**config.mk**
```make
export PLATFORM = sky130hd
export DESIGN_NAME = sdram_bank_core
export DESIGN_NICKNAME = d
export VERILOG_FILES = /design/src/rtl/sdram_types_pkg.sv /design/src/rtl/bank_fsm.sv /design/src/rtl/sdram_bank_core.sv
export VERILOG_INCLUDE_DIRS = /design/src /design/src/rtl
export SDC_FILE = /design/constraint.sdc
export NUM_CORES = 1
export LEC_CHECK = 0
export BUFFER_PORTS_ARGS = -buffer_cell sky130_fd_sc_hd__buf_2
export CAP_MARGIN = 20
export CORE_MARGIN = 2
export CORE_UTILIZATION = 63
export DETAILED_ROUTE_END_ITERATION = 7
export PLACE_DENSITY = 0.82
export SLEW_MARGIN = 20
export SYNTH_ARGS = -nofsm -noshare
export SYNTH_HDL_FRONTEND = slang
export SYNTH_SLANG_ARGS = --single-unit
```
**constraint.sdc**
```tcl
create_clock -name mclk -period 9.57 [get_ports mclk]
set_input_delay 1.914 -clock mclk [delete_from_list [all_inputs] [get_ports mclk]]
set_output_delay 1.914 -clock mclk [all_outputs]
set_load 0.01 [all_outputs]
```
**src/rtl/sdram_timing_defs.svh**
```systemverilog
`ifndef SDRAM_TIMING_DEFS_SVH
`define SDRAM_TIMING_DEFS_SVH

// ----------------------------------------
// clock and geometry
// ----------------------------------------
`define CLK_PERIOD_NS 10
`define NUM_BANKS 4
`define BANK_AW 2
`define TMR_W 8

// ----------------------------------------
// burst and latency
// ----------------------------------------
`define BURST_LEN 4
`define BURST_CW 2
`define READ_LATENCY 2

// ----------------------------------------
// interval times in ns
// ----------------------------------------
`define ROW_TO_COLUMN_DELAY_NS 20
`define ROW_PRECHARGE_TIME_NS 20
`define WRITE_RECOVERY_TIME_NS 15
`define REFRESH_CYCLE_TIME_NS 66
`define SELF_REFRESH_EXIT_TIME_NS 75

// ----------------------------------------
// interval times in cycles, least times rounded up
// ----------------------------------------
`define NS_TO_CYC(ns) (((ns) + `CLK_PERIOD_NS - 1) / `CLK_PERIOD_NS)
`define RCD_CYC `NS_TO_CYC(`ROW_TO_COLUMN_DELAY_NS)
`define RP_CYC `NS_TO_CYC(`ROW_PRECHARGE_TIME_NS)
`define WR_CYC `NS_TO_CYC(`WRITE_RECOVERY_TIME_NS)
`define RFC_CYC `NS_TO_CYC(`REFRESH_CYCLE_TIME_NS)
`define XSR_CYC `NS_TO_CYC(`SELF_REFRESH_EXIT_TIME_NS)

`endif

```
**src/rtl/sdram_types_pkg.sv**
```systemverilog
package sdram_types_pkg;

  // ----------------------------------------
  // decoded commands
  // ----------------------------------------
  typedef enum logic [3:0] {
    C_INH = 4'h0,
    C_NOP = 4'h1,
    C_ACT = 4'h2,
    C_RD  = 4'h3,
    C_WR  = 4'h4,
    C_PRE = 4'h5,
    C_REF = 4'h6,
    C_LMR = 4'h7,
    C_BST = 4'h8
  } cmd_e;

  // ----------------------------------------
  // per-bank states
  // ----------------------------------------
  typedef enum logic [3:0] {
    B_IDLE   = 4'h0,
    B_ACTV   = 4'h1,
    B_ROW    = 4'h2,
    B_READ   = 4'h3,
    B_WRITE  = 4'h4,
    B_RD_AP  = 4'h5,
    B_WR_AP  = 4'h6,
    B_PRE    = 4'h7,
    B_WR_REC = 4'h8
  } bank_state_e;

  // ----------------------------------------
  // clock-enable power states
  // ----------------------------------------
  typedef enum logic [2:0] {
    P_RUN  = 3'h0,
    P_PDN  = 3'h1,
    P_SREF = 3'h2,
    P_SUSP = 3'h3,
    P_XSR  = 3'h4,
    P_REF  = 3'h5
  } power_e;

endpackage

```
**src/rtl/bank_fsm.sv**
```systemverilog
`timescale 1ns/1ps
`default_nettype none
`include "sdram_timing_defs.svh"

module bank_fsm import sdram_types_pkg::*; (
  // clock and reset
  input wire logic mclk,
  input wire logic resetn,
  // commands steered to this bank
  input wire logic adv,
  input wire logic act,
  input wire logic rd,
  input wire logic wr,
  input wire logic pre,
  input wire logic ap,
  input wire logic stop,
  // bank state
  output var bank_state_e state
);

  typedef struct packed {
    bank_state_e st;
    logic [`TMR_W-1:0] tmr;
  } bank_s;

  bank_s s;
  bank_s n;

  assign state = s.st;

  always_comb begin
    n = s;
    if (adv) begin
      unique case (s.st)
        B_IDLE: begin
          if (act) begin
            n.st = B_ACTV;
            n.tmr = `TMR_W'(`RCD_CYC - 1);
          end
        end
        B_ACTV: begin
          if (s.tmr == '0) n.st = B_ROW;
          else n.tmr = s.tmr - 1'b1;
        end
        B_ROW, B_READ, B_WRITE: begin
          if (rd) begin
            n.st = ap ? B_RD_AP : B_READ;
          end else if (wr) begin
            n.st = ap ? B_WR_AP : B_WRITE;
          end else if (pre) begin
            n.st = B_PRE;
            n.tmr = `TMR_W'(`RP_CYC - 1);
          end else if (stop) begin
            n.st = B_ROW;
          end
        end
        B_RD_AP: begin
          if (stop) begin
            n.st = B_PRE;
            n.tmr = `TMR_W'(`RP_CYC - 1);
          end
        end
        B_WR_AP: begin
          if (stop) begin
            n.st = B_WR_REC;
            n.tmr = `TMR_W'(`WR_CYC - 1);
          end
        end
        B_WR_REC: begin
          if (s.tmr == '0) begin
            n.st = B_PRE;
            n.tmr = `TMR_W'(`RP_CYC - 1);
          end else begin
            n.tmr = s.tmr - 1'b1;
          end
        end
        B_PRE: begin
          if (s.tmr == '0) n.st = B_IDLE;
          else n.tmr = s.tmr - 1'b1;
        end
        default: begin
          n.st = B_IDLE;
          n.tmr = '0;
        end
      endcase
    end
  end

  always_ff @(posedge mclk) begin
    if (!resetn) begin
      s <= '0;
    end else begin
      s <= n;
    end
  end

endmodule // bank_fsm

`default_nettype wire

```
**src/rtl/sdram_bank_core.sv**
```systemverilog
// Functional notes
// - decode select, row, column strobe and write enable into commands
// - with bank n idle, bank m takes whatever its own state allows
// - cross-bank command runs only if target bank state supports it
// - burst terminate acts only on the bank with the current burst
// - auto-precharge bank busy until precharge time met, then idle
// - interrupted auto-precharge burst starts its own precharge
// - precharge to another bank leaves current burst running
// - new read's data replaces old burst after read latency
// - read over auto-precharge read starts that bank's precharge
// - read stops write; last write datum one clock earlier
// - write to another bank cuts current write burst off
// - interrupted auto-precharge write: recovery, then precharge
// - clock enable previous and current edge pick the power action
// - enable falling: power-down, self refresh or clock suspend
// - power-down exit gives all-banks-idle by the next edge
// - leaving suspend resumes; next command taken one edge later
// - in self refresh every input but clock enable is ignored
`timescale 1ns/1ps
`default_nettype none
`include "sdram_timing_defs.svh"

module sdram_bank_core import sdram_types_pkg::*; (
  // clock and reset
  input wire logic mclk,
  input wire logic resetn,
  // command pins
  input wire logic cke,
  input wire logic cs_n,
  input wire logic ras_n,
  input wire logic cas_n,
  input wire logic we_n,
  input wire logic [`BANK_AW-1:0] ba,
  input wire logic ap,
  // command status
  output logic cmd_accept,
  output logic cmd_error,
  output logic all_idle,
  output power_e power_state,
  output bank_state_e bank_state [`NUM_BANKS],
  // data strobes
  output logic rd_data_valid,
  output logic [`BANK_AW-1:0] rd_data_bank,
  output logic wr_data_take,
  output logic [`BANK_AW-1:0] wr_data_bank
);

  // ----------------------------------------
  // helpers
  // ----------------------------------------
  function automatic cmd_e decode(input logic cs, input logic ras, input logic cas,
                                  input logic we);
    cmd_e c;
    c = C_INH;
    if (!cs) begin
      unique case ({ras, cas, we})
        3'h7: c = C_NOP;
        3'h3: c = C_ACT;
        3'h5: c = C_RD;
        3'h4: c = C_WR;
        3'h2: c = C_PRE;
        3'h1: c = C_REF;
        3'h0: c = C_LMR;
        3'h6: c = C_BST;
      endcase
    end
    return c;
  endfunction

  function automatic logic allows(input bank_state_e st, input cmd_e c);
    logic ok;
    ok = 1'b0;
    unique case (c)
      C_ACT: ok = (st == B_IDLE);
      C_RD, C_WR: ok = (st == B_ROW) || (st == B_READ) || (st == B_WRITE);
      C_PRE: ok = (st == B_IDLE) || (st == B_ROW) || (st == B_READ) || (st == B_WRITE);
      default: ok = 1'b1;
    endcase
    return ok;
  endfunction

  // ----------------------------------------
  // state
  // ----------------------------------------
  typedef struct packed {
    power_e ps;
    logic cke_prev;
    logic [`TMR_W-1:0] tmr;
    logic b_act;
    logic b_rd;
    logic [`BANK_AW-1:0] b_bank;
    logic [`BURST_CW-1:0] b_cnt;
    logic [`READ_LATENCY-1:0] pv;
    logic [`READ_LATENCY-1:0][`BANK_AW-1:0] pb;
    logic wr_take;
    logic [`BANK_AW-1:0] wr_bank;
    logic accept;
    logic error;
    logic all_idle;
  } core_s;

  core_s s;
  core_s n;
  cmd_e cmd;
  logic go;
  logic adv;
  logic idle_all;
  logic beat;
  logic [`BANK_AW-1:0] beat_bank;
  logic [`NUM_BANKS-1:0] act_v;
  logic [`NUM_BANKS-1:0] rd_v;
  logic [`NUM_BANKS-1:0] wr_v;
  logic [`NUM_BANKS-1:0] pre_v;
  logic [`NUM_BANKS-1:0] stop_v;
  bank_state_e bst [`NUM_BANKS];

  // ----------------------------------------
  // per-bank state machines
  // ----------------------------------------
  for (genvar i = 0; i < `NUM_BANKS; i++) begin : g_bank
    bank_fsm u_bank (
      .mclk(mclk),
      .resetn(resetn),
      .adv(adv),
      .act(act_v[i]),
      .rd(rd_v[i]),
      .wr(wr_v[i]),
      .pre(pre_v[i]),
      .ap(ap),
      .stop(stop_v[i]),
      .state(bst[i])
    );
    assign bank_state[i] = bst[i];
  end

  // ----------------------------------------
  // command and power logic
  // ----------------------------------------
  always_comb begin
    n = s;
    go = 1'b0;
    beat = 1'b0;
    beat_bank = s.b_bank;
    act_v = '0;
    rd_v = '0;
    wr_v = '0;
    pre_v = '0;
    stop_v = '0;
    n.accept = 1'b0;
    n.error = 1'b0;
    n.wr_take = 1'b0;
    cmd = decode(cs_n, ras_n, cas_n, we_n);
    idle_all = 1'b1;
    for (int i = 0; i < `NUM_BANKS; i++) begin
      if (bst[i] != B_IDLE) idle_all = 1'b0;
    end
    n.all_idle = idle_all;
    n.cke_prev = cke;

    unique case (s.ps)
      P_RUN: begin
        if (s.cke_prev && !cke) begin
          if (idle_all && (cmd == C_INH || cmd == C_NOP)) begin
            n.ps = P_PDN;
          end else if (idle_all && cmd == C_REF) begin
            n.ps = P_SREF;
          end else if (s.b_act && cmd != C_INH) begin
            n.ps = P_SUSP;
          end
        end else if (s.cke_prev && cke) begin
          // commands need enable high at this and the previous edge
          go = 1'b1;
        end
      end
      P_PDN: begin
        if (cke) n.ps = P_RUN;
      end
      P_SREF: begin
        if (cke) begin
          n.ps = P_XSR;
          n.tmr = `TMR_W'(`XSR_CYC - 1);
        end
      end
      // resume, command at exit edge dropped
      P_SUSP: begin
        if (cke) n.ps = P_RUN;
      end
      P_XSR: begin
        if (s.tmr == '0) n.ps = P_RUN;
        else n.tmr = s.tmr - 1'b1;
      end
      P_REF: begin
        if (s.tmr == '0) n.ps = P_RUN;
        else n.tmr = s.tmr - 1'b1;
      end
      default: begin
        n.ps = P_RUN;
      end
    endcase
    adv = (s.ps != P_SUSP) && (n.ps != P_SUSP);

    if (go) begin
      // target judged on its own state
      if (!allows(bst[ba], cmd)) begin
        n.error = 1'b1;
      end else begin
        unique case (cmd)
          C_ACT: begin
            act_v[ba] = 1'b1;
            n.accept = 1'b1;
          end
          C_RD, C_WR: begin
            rd_v[ba] = (cmd == C_RD);
            wr_v[ba] = (cmd == C_WR);
            if (s.b_act && s.b_bank != ba) stop_v[s.b_bank] = 1'b1;
            n.b_act = (`BURST_LEN > 1);
            n.b_rd = (cmd == C_RD);
            n.b_bank = ba;
            n.b_cnt = `BURST_CW'(1);
            beat = 1'b1;
            beat_bank = ba;
            n.accept = 1'b1;
          end
          C_PRE: begin
            n.accept = 1'b1;
            for (int i = 0; i < `NUM_BANKS; i++) begin
              if ((ap || ba == `BANK_AW'(i)) && bst[i] != B_IDLE) pre_v[i] = 1'b1;
            end
            if (s.b_act && pre_v[s.b_bank]) n.b_act = 1'b0;
          end
          C_REF: begin
            if (idle_all) begin
              n.ps = P_REF;
              n.tmr = `TMR_W'(`RFC_CYC - 1);
              n.accept = 1'b1;
            end else begin
              n.error = 1'b1;
            end
          end
          C_LMR: begin
            n.accept = idle_all;
            n.error = !idle_all;
          end
          C_BST: begin
            if (s.b_act) begin
              stop_v[s.b_bank] = 1'b1;
              n.b_act = 1'b0;
              n.accept = 1'b1;
            end
          end
          default: begin
          end
        endcase
      end
      // continue running burst
      if (!beat && n.b_act) begin
        beat = 1'b1;
        beat_bank = s.b_bank;
        n.b_cnt = s.b_cnt + 1'b1;
        if (s.b_cnt == `BURST_CW'(`BURST_LEN - 1)) begin
          n.b_act = 1'b0;
          stop_v[s.b_bank] = 1'b1;
        end
      end
      n.wr_take = beat && !n.b_rd;
      n.wr_bank = beat_bank;
    end

    if (adv) begin
      n.pv = {s.pv[`READ_LATENCY-2:0], beat && n.b_rd && go};
      n.pb = {s.pb[`READ_LATENCY-2:0], beat_bank};
    end
  end

  always_ff @(posedge mclk) begin
    if (!resetn) begin
      s <= '0;
    end else begin
      s <= n;
    end
  end

  // ----------------------------------------
  // outputs
  // ----------------------------------------
  assign cmd_accept = s.accept;
  assign cmd_error = s.error;
  assign all_idle = s.all_idle;
  assign power_state = s.ps;
  assign rd_data_valid = s.pv[`READ_LATENCY-1];
  assign rd_data_bank = s.pb[`READ_LATENCY-1];
  assign wr_data_take = s.wr_take;
  assign wr_data_bank = s.wr_bank;

endmodule // sdram_bank_core

`default_nettype wire

```
==> results.txt, run 1 <==
Status: finished, final reports clean
Top cell type's share of synthesized area: 26.7%
# fillers: 769
CTS tree: done
Critical Path Start: ba[0]
Final Core Density: 66.6%
Number of flops mapped to enable cells by yosys: 0
Cts bufs inserted: 9
Asr flop ratio synth: 0%
Final hold viol count: 0
Final setup TNS: 0 ns
Post-CTS Hold Fix Bufs: 0
Required time of the critical path: 9.87 ns
Top-level I/O count: 38
Register bit count reported by yosys: 78
Worst EP arrival: 5.26 ns
Clk root buf: clkbuf_8
R2R Path End: g_bank[0].u_bank.s[1]$_SDFFE_PN0P_
Antenna violations before repair: 0
Synth cell types: 81
First-pass GRT wire length: 26200 um
Max Cap Viol: 0
Crit. End Element: flop
GR Util All Layers: 32.0%
Reg-to-reg slack, setup: 5.64 ns
Starting density of the core: 64.2%
Synth Instances: 781
Skew-Pair Late Insertion Delay: 0.37 ns
GRT overflow: 0
Die height: 100 um
Max H-tree Level: 3
Startpoint types: input pin
Antenna-violating nets left: 0
Total core area: 9110 um^2
Final weighted congestion in routability-driven placement: 1.01
Post-CTS Setup Bufs: 0
Clock buffer depth: 2
Worst min-delay path category: reg2reg
ANT cells: 0
Post-DP HPWL: 11100 um
# DRC: 0
Worst clock skew: 0.0161 ns
Synth warn: 0
Overall routed net length: 15800 um
Syn Nets: 806
Slew Viols, Final: 0
Synth area leaders: dfxtp_1 (27%), nor2_1 (6.4%), a21oi_1 (4.7%), o21ai_0 (4.6%), nand2_1 (3.9%)
Count of cells along the worst hold path: 2
Final Setup Violations: 0
Via Count: 5931
Row cnt: 35
Rel. slew slack: 36.9%
Seq/Total Area, Yosys: 26.7%
Hold_sp: s[13]$_SDFFE_PN0P_
VDD IR max: 0.143 mV
GRT met2 Usage: 51.8%
Leak pwr: 2.22 nW
Die X: 100 um
Reg2reg start: g_bank[3].u_bank.state[3]$_SDFFE_PN0P_
Synthesis-to-layout area growth: 3.61%
CTS clk-pin slew, worst paths: 0.09 ns
Full die area: 10100 um^2
Crit path kind: in2reg
Tightest Pin Transition: 0.947 ns
Final hold slack: 0.482 ns
Fin crit share: 51.8%
Power Density: 226 nW/um^2
Met1 GRT Util: 41.7%
Worst-path fanout max: 20
Share of post-route cells with drive strength above 1: 11.4%
Vias per cell: 6.70
Most Crowded Layer GR: met2
Most used flip-flop cell after synthesis: dfxtp_1
Synthesized area per cell: 7.49 um^2
Post-CTS Resized: 0
Hold EP: s[13]$_SDFFE_PN0P_
Sink Count: 78
RSZ-0062 raised after global routing: false
TritonRoute pass-1 iters: 6
Avg WL per Cell: 17.8 um
Drt initial violations: 588
Reg2reg path depth: 9
Area leader, netlist: dfxtp_1
Cell area after synthesis: 5850 um^2
I/O Buffers: 37
Nets: 794
Period minus WS final: 4.96 ns
F_max: 202 MHz
Met3 Use GR: 6.48%
Pin count of the biggest net entering global routing: 52
Vias in the first global route: 5482
## sequential cells by signal, indices dropped and copies added (netlist names), 2 cells and up
name                 cells
g_bank.u_bank.state     16
s                       18
power_state              3
wr_data_bank             2
g_bank.u_bank.s         32
rd_data_bank             2
## synth_stat cells (13+ instances only)
cell and n:
a211oi_1 16, a21oi_1 55, a31oi_1 15, and3_1 14
buf_4 24, clkbuf_1 31, dfxtp_1 78, ha_1 15
inv_1 29, nand2_1 61, nand2b_1 14, nand3_1 29
nor2_1 99, nor3_1 38, o21ai_0 54, or3_1 13
## power by group
group | switching (mW) | total (mW) | internal [mW]
clock network | 0.135 | 0.272 | 0.137
registers | 0.0816 | 0.443 | 0.361
logic | 0.393 | 0.654 | 0.261
## metrics by stage
step / total power [mW] / cell area (um^2) / setup WS, ns / instances
floorplan: 0.965 / 5850 / 4.97 / 781
global placement: 1.06 / 5850 / 4.40 / 869
detailed placement: 1.09 / 5850 / 4.29 / 869
CTS: 1.36 / 6060 / 4.66 / 885
global route: 1.47 / 6060 / 4.37 / 885
finish: 1.37 / 6060 / 4.61 / 885
## how the worst max path moves through the flow
stage,cells past startpoint,end,slack [ns]
global route,9,g_bank[2].u_bank.state[0]$_SDFFE_PN0P_,4.37
finish,8,g_bank[1].u_bank.state[2]$_SDFFE_PN0P_,4.61
floorplan,9,g_bank[1].u_bank.state[2]$_SDFFE_PN0P_,4.97
detailed placement,9,g_bank[1].u_bank.s[0]$_SDFFE_PN0P_,4.29
CTS,9,g_bank[1].u_bank.s[0]$_SDFFE_PN0P_,4.66
global placement,9,g_bank[2].u_bank.state[2]$_SDFFE_PN0P_,4.40
## layout make-up
class | count | area (um^2) | share of cell area [%]
timing repair buffer | 41 | 215 | 3.55
tap | 111 | 139 | 2.29
clock inverter | 5 | 63.8 | 1.05
sequential | 78 | 1560 | 25.8
clock buffer | 11 | 151 | 2.50
multi-input combinational | 608 | 3810 | 62.9
inverter | 31 | 116 | 1.92
## placed cells by master, fill, tap and decap left out, types with 4 or more instances in the layout
cell type / n
dfxtp_1: 78
nand4_1: 4
mux2i_1: 10
o22ai_1: 6
o32ai_1: 5
or3_1: 13
a31oi_1: 15
and2_1: 6
xor2_1: 6
clkbuf_8: 11
inv_1: 29
a311oi_1: 5
nand2b_1: 14
ha_1: 15
o21a_1: 6
a21boi_0: 7
a211oi_1: 16
o211ai_1: 4
buf_4: 4
o31ai_1: 8
nor2b_1: 8
and3_1: 14
nand3b_1: 7
o21ai_0: 54
nand2_1: 61
nor2_1: 99
nand3_1: 29
nor4_1: 7
nor3_1: 38
buf_2: 37
o21ai_1: 4
xnor2_1: 7
or4_1: 4
a21oi_1: 55
nor3b_1: 7
a221oi_1: 5
## worst max-delay path, cell delays in order
cell and delay (ns):
buf_2 0.35, mux4_2 0.64, o31ai_1 0.74, nand3_1 0.38, a211oi_2 0.51, o311ai_4 0.19
or3_1 0.37, a21oi_1 0.15
## kinds of logic (layout without fill, tap and decap cells)
family / Yosys count / after routing / share of synthesized area [%]
AOI/OAI and AO/OA: 233 / 233 / 27.6
xor gates and xnor gates: 13 / 13 / 1.95
adders and majority gates: 15 / 15 / 3.21
buffers and inverters: 95 / 88 / 8.11
DFF: 78 / 78 / 26.7
muxes: 15 / 15 / 3.76
and+or+nand+nor: 332 / 332 / 28.7
## metal layers
| layer | part of all wire (%) | vias to the layer above |
|---|---|---|
| met5 | 0 | - |
| met4 | 2.7 | 0 |
| met3 | 8.1 | 44 |
| met2 | 46 | 279 |
| met1 | 43 | 2770 |
| li1 | - | 2838 |
Note: power is estimated with default switching activity, not from simulation.
==> inputs of run 2 (changes only) <==
--- a/config.mk
+++ b/config.mk
@@ -9,9 +9,9 @@
 export BUFFER_PORTS_ARGS = -buffer_cell sky130_fd_sc_hd__buf_2
 export CAP_MARGIN = 20
 export CORE_MARGIN = 2
-export CORE_UTILIZATION = 63
+export CORE_UTILIZATION = 62
 export DETAILED_ROUTE_END_ITERATION = 7
-export PLACE_DENSITY = 0.82
+export PLACE_DENSITY = 0.81
 export SLEW_MARGIN = 20
 export SYNTH_ARGS = -nofsm -noshare
 export SYNTH_HDL_FRONTEND = slang
==> constraint.sdc (replaced) <==
create_clock -name mclk -period 5.2 [get_ports mclk]
set_input_delay 1.04 -clock mclk [delete_from_list [all_inputs] [get_ports mclk]]
set_output_delay 1.04 -clock mclk [all_outputs]
set_load 0.01 [all_outputs]
==> run 2 against run 1 <==
  * Cell count up 0.11%
  * Global-route usage down 0.73 points
  * Die area rose by 1.6%
  * Critical path type unchanged
  * Largest power group unchanged
==> results.txt, run 2 (synthesized netlist as in run 1, its figures left out) <==
Status: finished, final reports clean
Avg WL per Cell: 17.9 um (+0.62%)
# DRC: 0 (unchanged)
Sequential share of power: 32.4% (about the same)
Psw: 1.11 mW (+81%)
Placed insts: 871 (+0.23%)
Skew-Pair Late Insertion Delay: 0.36 ns (about the same)
Power Density: 415 nW/um^2 (+84%)
Final Setup Violations: 0 (unchanged)
Top-level I/O count: 38 (unchanged)
Storage cell area: 1560 um^2 (unchanged)
I/O Buffers: 37 (unchanged)
Max Cap Viol: 0 (unchanged)
Leak pwr: 2.22 nW (+0.17%)
First-pass GRT wire length: 25800 um (-1.6%)
Internal: 1.41 mW (+86%)
Top reg by flops: g_bank.u_bank.s
Die X: 101 um (+0.77%)
Worst-path fanout max: 20 (unchanged)
Antenna violations before repair: 0 (unchanged)
Final setup TNS: 0 ns (unchanged)
Final setup margin: 1.04 ns (-3.57 ns)
Starting density of the core: 63.6% (-0.61 points)
Pin count of the biggest net entering global routing: 52 (unchanged)
Most frequent cells in the layout: nor2_1 (99), dfxtp_1 (78), nand2_1 (61), a21oi_1 (55), o21ai_0 (54)
Multi-input gate area: 3810 um^2 (unchanged)
Final hold slack: 0.482 ns (+0.0000250 ns)
GRT overflow: 0 (unchanged)
Cts bufs inserted: 9 (unchanged)
Slew Viols, Final: 0 (unchanged)
CTS clk-pin slew, worst paths: 0.08 ns (about the same)
Post-CTS Setup Bufs: 0 (unchanged)
Vias per cell: 6.70 (about the same)
Comb pwr share: 48.0% (+0.2 points)
Row cnt: 35 (unchanged)
Clock buffer depth: 2 (unchanged)
Post-CTS Resized: 0 (unchanged)
Period minus WS final: 4.16 ns
Die height: 101 um (+0.77%)
F_max: 241 MHz
GR Util All Layers: 31.3% (-0.73 points)
Leading cell type in the layout, fill and taps excluded: nor2_1
Max reg flops: 32 (unchanged)
CTS tree: done
Post-CTS Hold Fix Bufs: 0 (unchanged)
Place WS: 0.716 ns (-3.58 ns)
Vias in the first global route: 5416 (-1.2%)
Final hold viol count: 0 (unchanged)
Synthesis-to-layout area growth: 3.68% (about the same)
Final Power: 2.52 mW (+84%)
Post-DP HPWL: 11300 um (+2.0%)
Overall routed net length: 15900 um (+0.74%)
Via Count: 5932 (+0.017%)
Placed instance area: 5860 um^2 (+0.26%)
TritonRoute pass-1 iters: 5 (-1)
Crit path kind: in2reg
Total core area: 9200 um^2 (+0.96%)
Clk root buf: clkbuf_8
RSZ-0062 raised after global routing: false
Crit. End Element: flop
Tightest Pin Transition: 0.941 ns (-0.00600 ns)
Fin cells: 886 (+0.11%)
Worst min-delay path category: reg2reg
Switching share of power: 43.9% (-0.62 points)
Worst clock skew: 0.0174 ns (+0.00136 ns)
Drt initial violations: 445 (-24%)
VDD IR max: 0.269 mV (+89%)
Antenna-violating nets left: 0 (unchanged)
Sink Count: 78 (unchanged)
Share of post-route cells with drive strength above 1: 11.2% (-0.14 points)
Worst EP arrival: 4.41 ns (-0.85 ns)
Rel. slew slack: 37.3% (+0.40 points)
Required time of the critical path: 5.45 ns (-4.42 ns)
Reg-to-reg slack, setup: 1.30 ns (-4.34 ns)
Max H-tree Level: 3 (unchanged)
Final Core Density: 66.0% (-0.59 points)
Startpoint types: input pin
Final weighted congestion in routability-driven placement: 1.00 (-0.86%)
Full die area: 10200 um^2 (+1.6%)
Nets: 796 (+0.25%)
Design area: 6070 um^2 (about the same)
# fillers: 828 (+7.7%)
ANT cells: 0 (unchanged)
Fin crit share: 80.0%
Clock share of power: 19.6% (-0.3 points)
==> run 2: cell count changes in the layout (fill, tap and decap cells not counted) <==
cell | previous run | this run
bufinv_16 | 1 | 2
clkinv_2 | 0 | 1
inv_6 | 2 | 0
buf_4 | 4 | 6
clkbuf_8 | 11 | 9
clkbuf_1 | 0 | 2
clkinv_4 | 1 | 0
==> run 2: final timing paths <==
check                                          from                                endpoint  cells past startpoint
min                              s[13]$_SDFFE_PN0P_                      s[13]$_SDFFE_PN0P_                      2
max                                           ba[0]  g_bank[0].u_bank.state[0]$_SDFFE_PN0P_                      9
max reg2reg  g_bank[3].u_bank.state[3]$_SDFFE_PN0P_      g_bank[0].u_bank.s[1]$_SDFFE_PN0P_                      9
min reg2reg                      s[13]$_SDFFE_PN0P_                      s[13]$_SDFFE_PN0P_                      2
==> run 2: final cells by class <==
type                       count  area share (%)
multi-input combinational    608            62.9
sequential                    78            25.7
timing repair buffer          43            3.80
tap                          111            2.29
clock buffer                  11            2.17
inverter                      31            1.92
clock inverter                 4            1.20
==> run 2: worst max-delay path, stage by stage <==
cell and delay, ns:
buf_2 0.34, mux4_2 0.62, or4b_4 0.57, a211oi_4 0.40, a211oi_1 0.20, nor4_1 0.51
o211ai_1 0.20, a21o_1 0.21, a221oi_1 0.30
==> run 2: per-layer routing <==
| layer | vias up | GRT usage, % | wire, um |
|---|---|---|---|
| met5 | - | 0 | 0 |
| met4 | 0 | 11.4 | 444 |
| met3 | 44 | 5.66 | 1210 |
| met2 | 279 | 50.7 | 7270 |
| met1 | 2777 | 41.9 | 6940 |
| li1 | 2832 | - | - |
==> run 2: power groups by stage <==
stage / Clock, mW / Sequential [mW] / Combinational, mW
after floorplan: 0 / 0.721 / 1.06
after global placement: 0 / 0.819 / 1.14
after detailed placement: 0 / 0.824 / 1.18
after CTS: 0.499 / 0.810 / 1.19
after global routing: 0.524 / 0.826 / 1.34
final: 0.493 / 0.816 / 1.21
==> inputs of run 3 (changes only) <==
--- a/config.mk
+++ b/config.mk
@@ -9,9 +9,9 @@
 export BUFFER_PORTS_ARGS = -buffer_cell sky130_fd_sc_hd__buf_2
 export CAP_MARGIN = 20
 export CORE_MARGIN = 2
-export CORE_UTILIZATION = 62
+export CORE_UTILIZATION = 56
 export DETAILED_ROUTE_END_ITERATION = 7
-export PLACE_DENSITY = 0.81
+export PLACE_DENSITY = 0.77
 export SLEW_MARGIN = 20
 export SYNTH_ARGS = -nofsm -noshare
 export SYNTH_HDL_FRONTEND = slang
==> constraint.sdc (replaced) <==
create_clock -name mclk -period 3.4 [get_ports mclk]
set_input_delay 0.68 -clock mclk [delete_from_list [all_inputs] [get_ports mclk]]
set_output_delay 0.68 -clock mclk [all_outputs]
set_load 0.01 [all_outputs]
==> run 3 against run 2 <==
  * First-iteration DRC count is 52% higher
  * Utilization is 1.2 points lower
  * Count of clock-buffer cells in the layout is 2 higher
  * Die area is 10% higher
  * Total power is 60% higher
  * Register-to-register slack worse by 1.2 ns
  * Via count is 4.8% higher
  * Critical endpoint is now g_bank[2].u_bank.s[7]$_SDFFE_PN0P_
  * Largest power group unchanged
  * Highest routed layer unchanged
==> results.txt, run 3 (synthesized netlist as in run 1, its figures left out) <==
Vias per cell: 6.33 (-5.4%)
Skew-Pair Late Insertion Delay: 0.38 ns (+0.02 ns)
Placed instance area: 6430 um^2 (+9.6%)
Vias in the first global route: 5648 (+4.3%)
Max incr delay on CP: 0.56 ns (-0.06 ns)
Row cnt: 37 (+5.7%)
Slew Viols, Final: 0 (unchanged)
Power Density: 608 nW/um^2 (+46%)
Multi-input gate area: 3840 um^2 (+0.62%)
Fin crit share: 98.2%
Max Cap Viol: 0 (unchanged)
Reg2reg path depth: 9 (unchanged)
Drt initial violations: 676 (+52%)
Design area: 6620 um^2 (+9.2%)
Worst EP arrival: 3.57 ns (-0.84 ns)
ANT cells: 0 (unchanged)
Final hold viol count: 0 (unchanged)
# DRC: 0 (unchanged)
Cts bufs inserted: 9 (unchanged)
I/O Buffers: 37 (unchanged)
Total core area: 10200 um^2 (+11%)
GRT overflow: 0 (unchanged)
Starting density of the core: 57.2% (-6.4 points)
Met2 wire length: 7890 um (+8.6%)
Final Core Density: 64.7% (-1.2 points)
Sink Count: 78 (unchanged)
Die height: 106 um (+5.0%)
Synthesis-to-layout area growth: 13.2%
First-pass GRT wire length: 27300 um (+5.7%)
Overall routed net length: 17000 um (+7.4%)
Final Setup Violations: 0 (unchanged)
Top-level I/O count: 38 (unchanged)
Leak pwr: 2.57 nW (+16%)
Metal3 WL: 1220 um (+1.3%)
TritonRoute pass-1 iters: 6 (+1)
Top sig layer: met4
Worst-path fanout max: 6 (-70%)
Startpoint types: input pin
Storage cell area: 1560 um^2 (unchanged)
Via Count: 6214 (+4.8%)
Antenna violations before repair: 0 (unchanged)
Share of post-route cells with drive strength above 1: 19.1% (+7.8 points)
Final hold slack: 0.473 ns (-0.00913 ns)
Count of cells along the worst hold path: 2 (unchanged)
Crit. End Element: flop
F_max: 299 MHz
Nets: 867 (+8.9%)
Wl on met1: 7310 um (+5.2%)
GR Util All Layers: 30.2% (-1.1 points)
# fillers: 918 (+11%)
Leading cell type in the layout, fill and taps excluded: nor2_1
Period minus WS final: 3.34 ns
Pin count of the biggest net entering global routing: 52 (unchanged)
Final weighted congestion in routability-driven placement: 0.998 (-0.54%)
Worst-path cell chain: buf_2 > mux4_2 > or4b_4 > a211oi_4 > buf_4 > o21ai_2 > a211o_1 > and3_1 > nor2_1 > o22ai_1
Max H-tree Level: 3 (unchanged)
Worst clock skew: 0.00943 ns (-0.00799 ns)
Worst min-delay path category: reg2reg
Antenna-violating nets left: 0 (unchanged)
Post-DP HPWL: 12800 um (+13%)
Required time of the critical path: 3.63 ns (-1.82 ns)
Max reg flops: 32 (unchanged)
Status: finished, final reports clean
Clock buffer depth: 2 (unchanged)
Final setup TNS: 0 ns (unchanged)
Avg WL per Cell: 17.4 um (-3.0%)
Die X: 106 um (+5.0%)
Tightest Pin Transition: 0.599 ns (-0.342 ns)
CTS clk-pin slew, worst paths: 0.07 ns (about the same)
Crit path kind: in2reg
RSZ-0062 raised after global routing: false
Post-CTS Hold Fix Bufs: 0 (unchanged)
Most frequent cells in the layout: nor2_1 (99), dfxtp_1 (78), buf_4 (77), nand2_1 (61), a21oi_1 (55)
Clk root buf: clkbuf_8
VDD IR max: 0.425 mV (+58%)
Top reg by flops: g_bank.u_bank.s
Final Power: 4.03 mW (+60%)
Rel. slew slack: 59.5% (+22 points)
Full die area: 11300 um^2 (+10%)
CTS tree: done
Slowest cell on crit path: or4b_4
## run 3: changes by cell type in the layout (fill, tap and decap cells not counted), moves of 2 or more
cell | previous run | this run
buf_4 | 6 | 77
clkbuf_8 | 9 | 12
a2111oi_1 | 3 | 1
a2111oi_2 | 2 | 4
bufinv_16 | 2 | 0
## run 3: cell type report
cell class              instances  share of cell area (%)
repair buffers                114                    11.5
flip-flops and latches         78                    23.6
multi-input cells             608                    58.0
clock buffers                  13                    2.55
well taps                     136                    2.57
clock inverters                 1                  0.0756
inverters                      31                    1.76
## run 3: power breakdown
part           total [mW]  internal [mW]  switching, mW
sequential           1.12           1.02         0.0985
clock               0.645          0.316          0.329
combinational        2.27          0.955           1.31
total                4.03           2.29           1.74
## run 3: critical path, delay by kind of cell
family	cells	cell delay [ns]
multiplexers	1	0.52
AND/OR/NAND/NOR	3	1.13
buffers and inverters	2	0.35
AO/OA/AOI/OAI	4	0.88
## run 3: path summary, 6_finish.rpt
kind                                                           end  slack (ns)                                   start
worst max-delay path            g_bank[2].u_bank.s[7]$_SDFFE_PN0P_        0.06                                   ba[0]
worst max register to register  g_bank[2].u_bank.s[7]$_SDFFE_PN0P_        0.13  g_bank[3].u_bank.state[2]$_SDFFE_PN0P_
worst min-delay path                            s[12]$_SDFFE_PN0P_        0.47                      s[12]$_SDFFE_PN0P_
worst min register to register                  s[12]$_SDFFE_PN0P_        0.47                      s[12]$_SDFFE_PN0P_
## run 3: routing by layer
metal / vias to the layer above / track usage (%)
met4: 0 / 15.0
li1: 2978 / -
met1: 2921 / 39.8
met3: 49 / 4.48
met2: 266 / 48.4
met5: - / 0
## run 3: through the flow
stage	worst slack, ns	cells
after floorplan	0.0376	781
after global placement	-0.167	967
after detailed placement	-0.258	967
after CTS	0.143	981
after global routing	0.000613	981
final	0.0608	981
## run 3: repair_timing
item	in CTS	in global routing
resized for setup	0	4
setup buffers	0	0
setup endpoints to repair	0	10
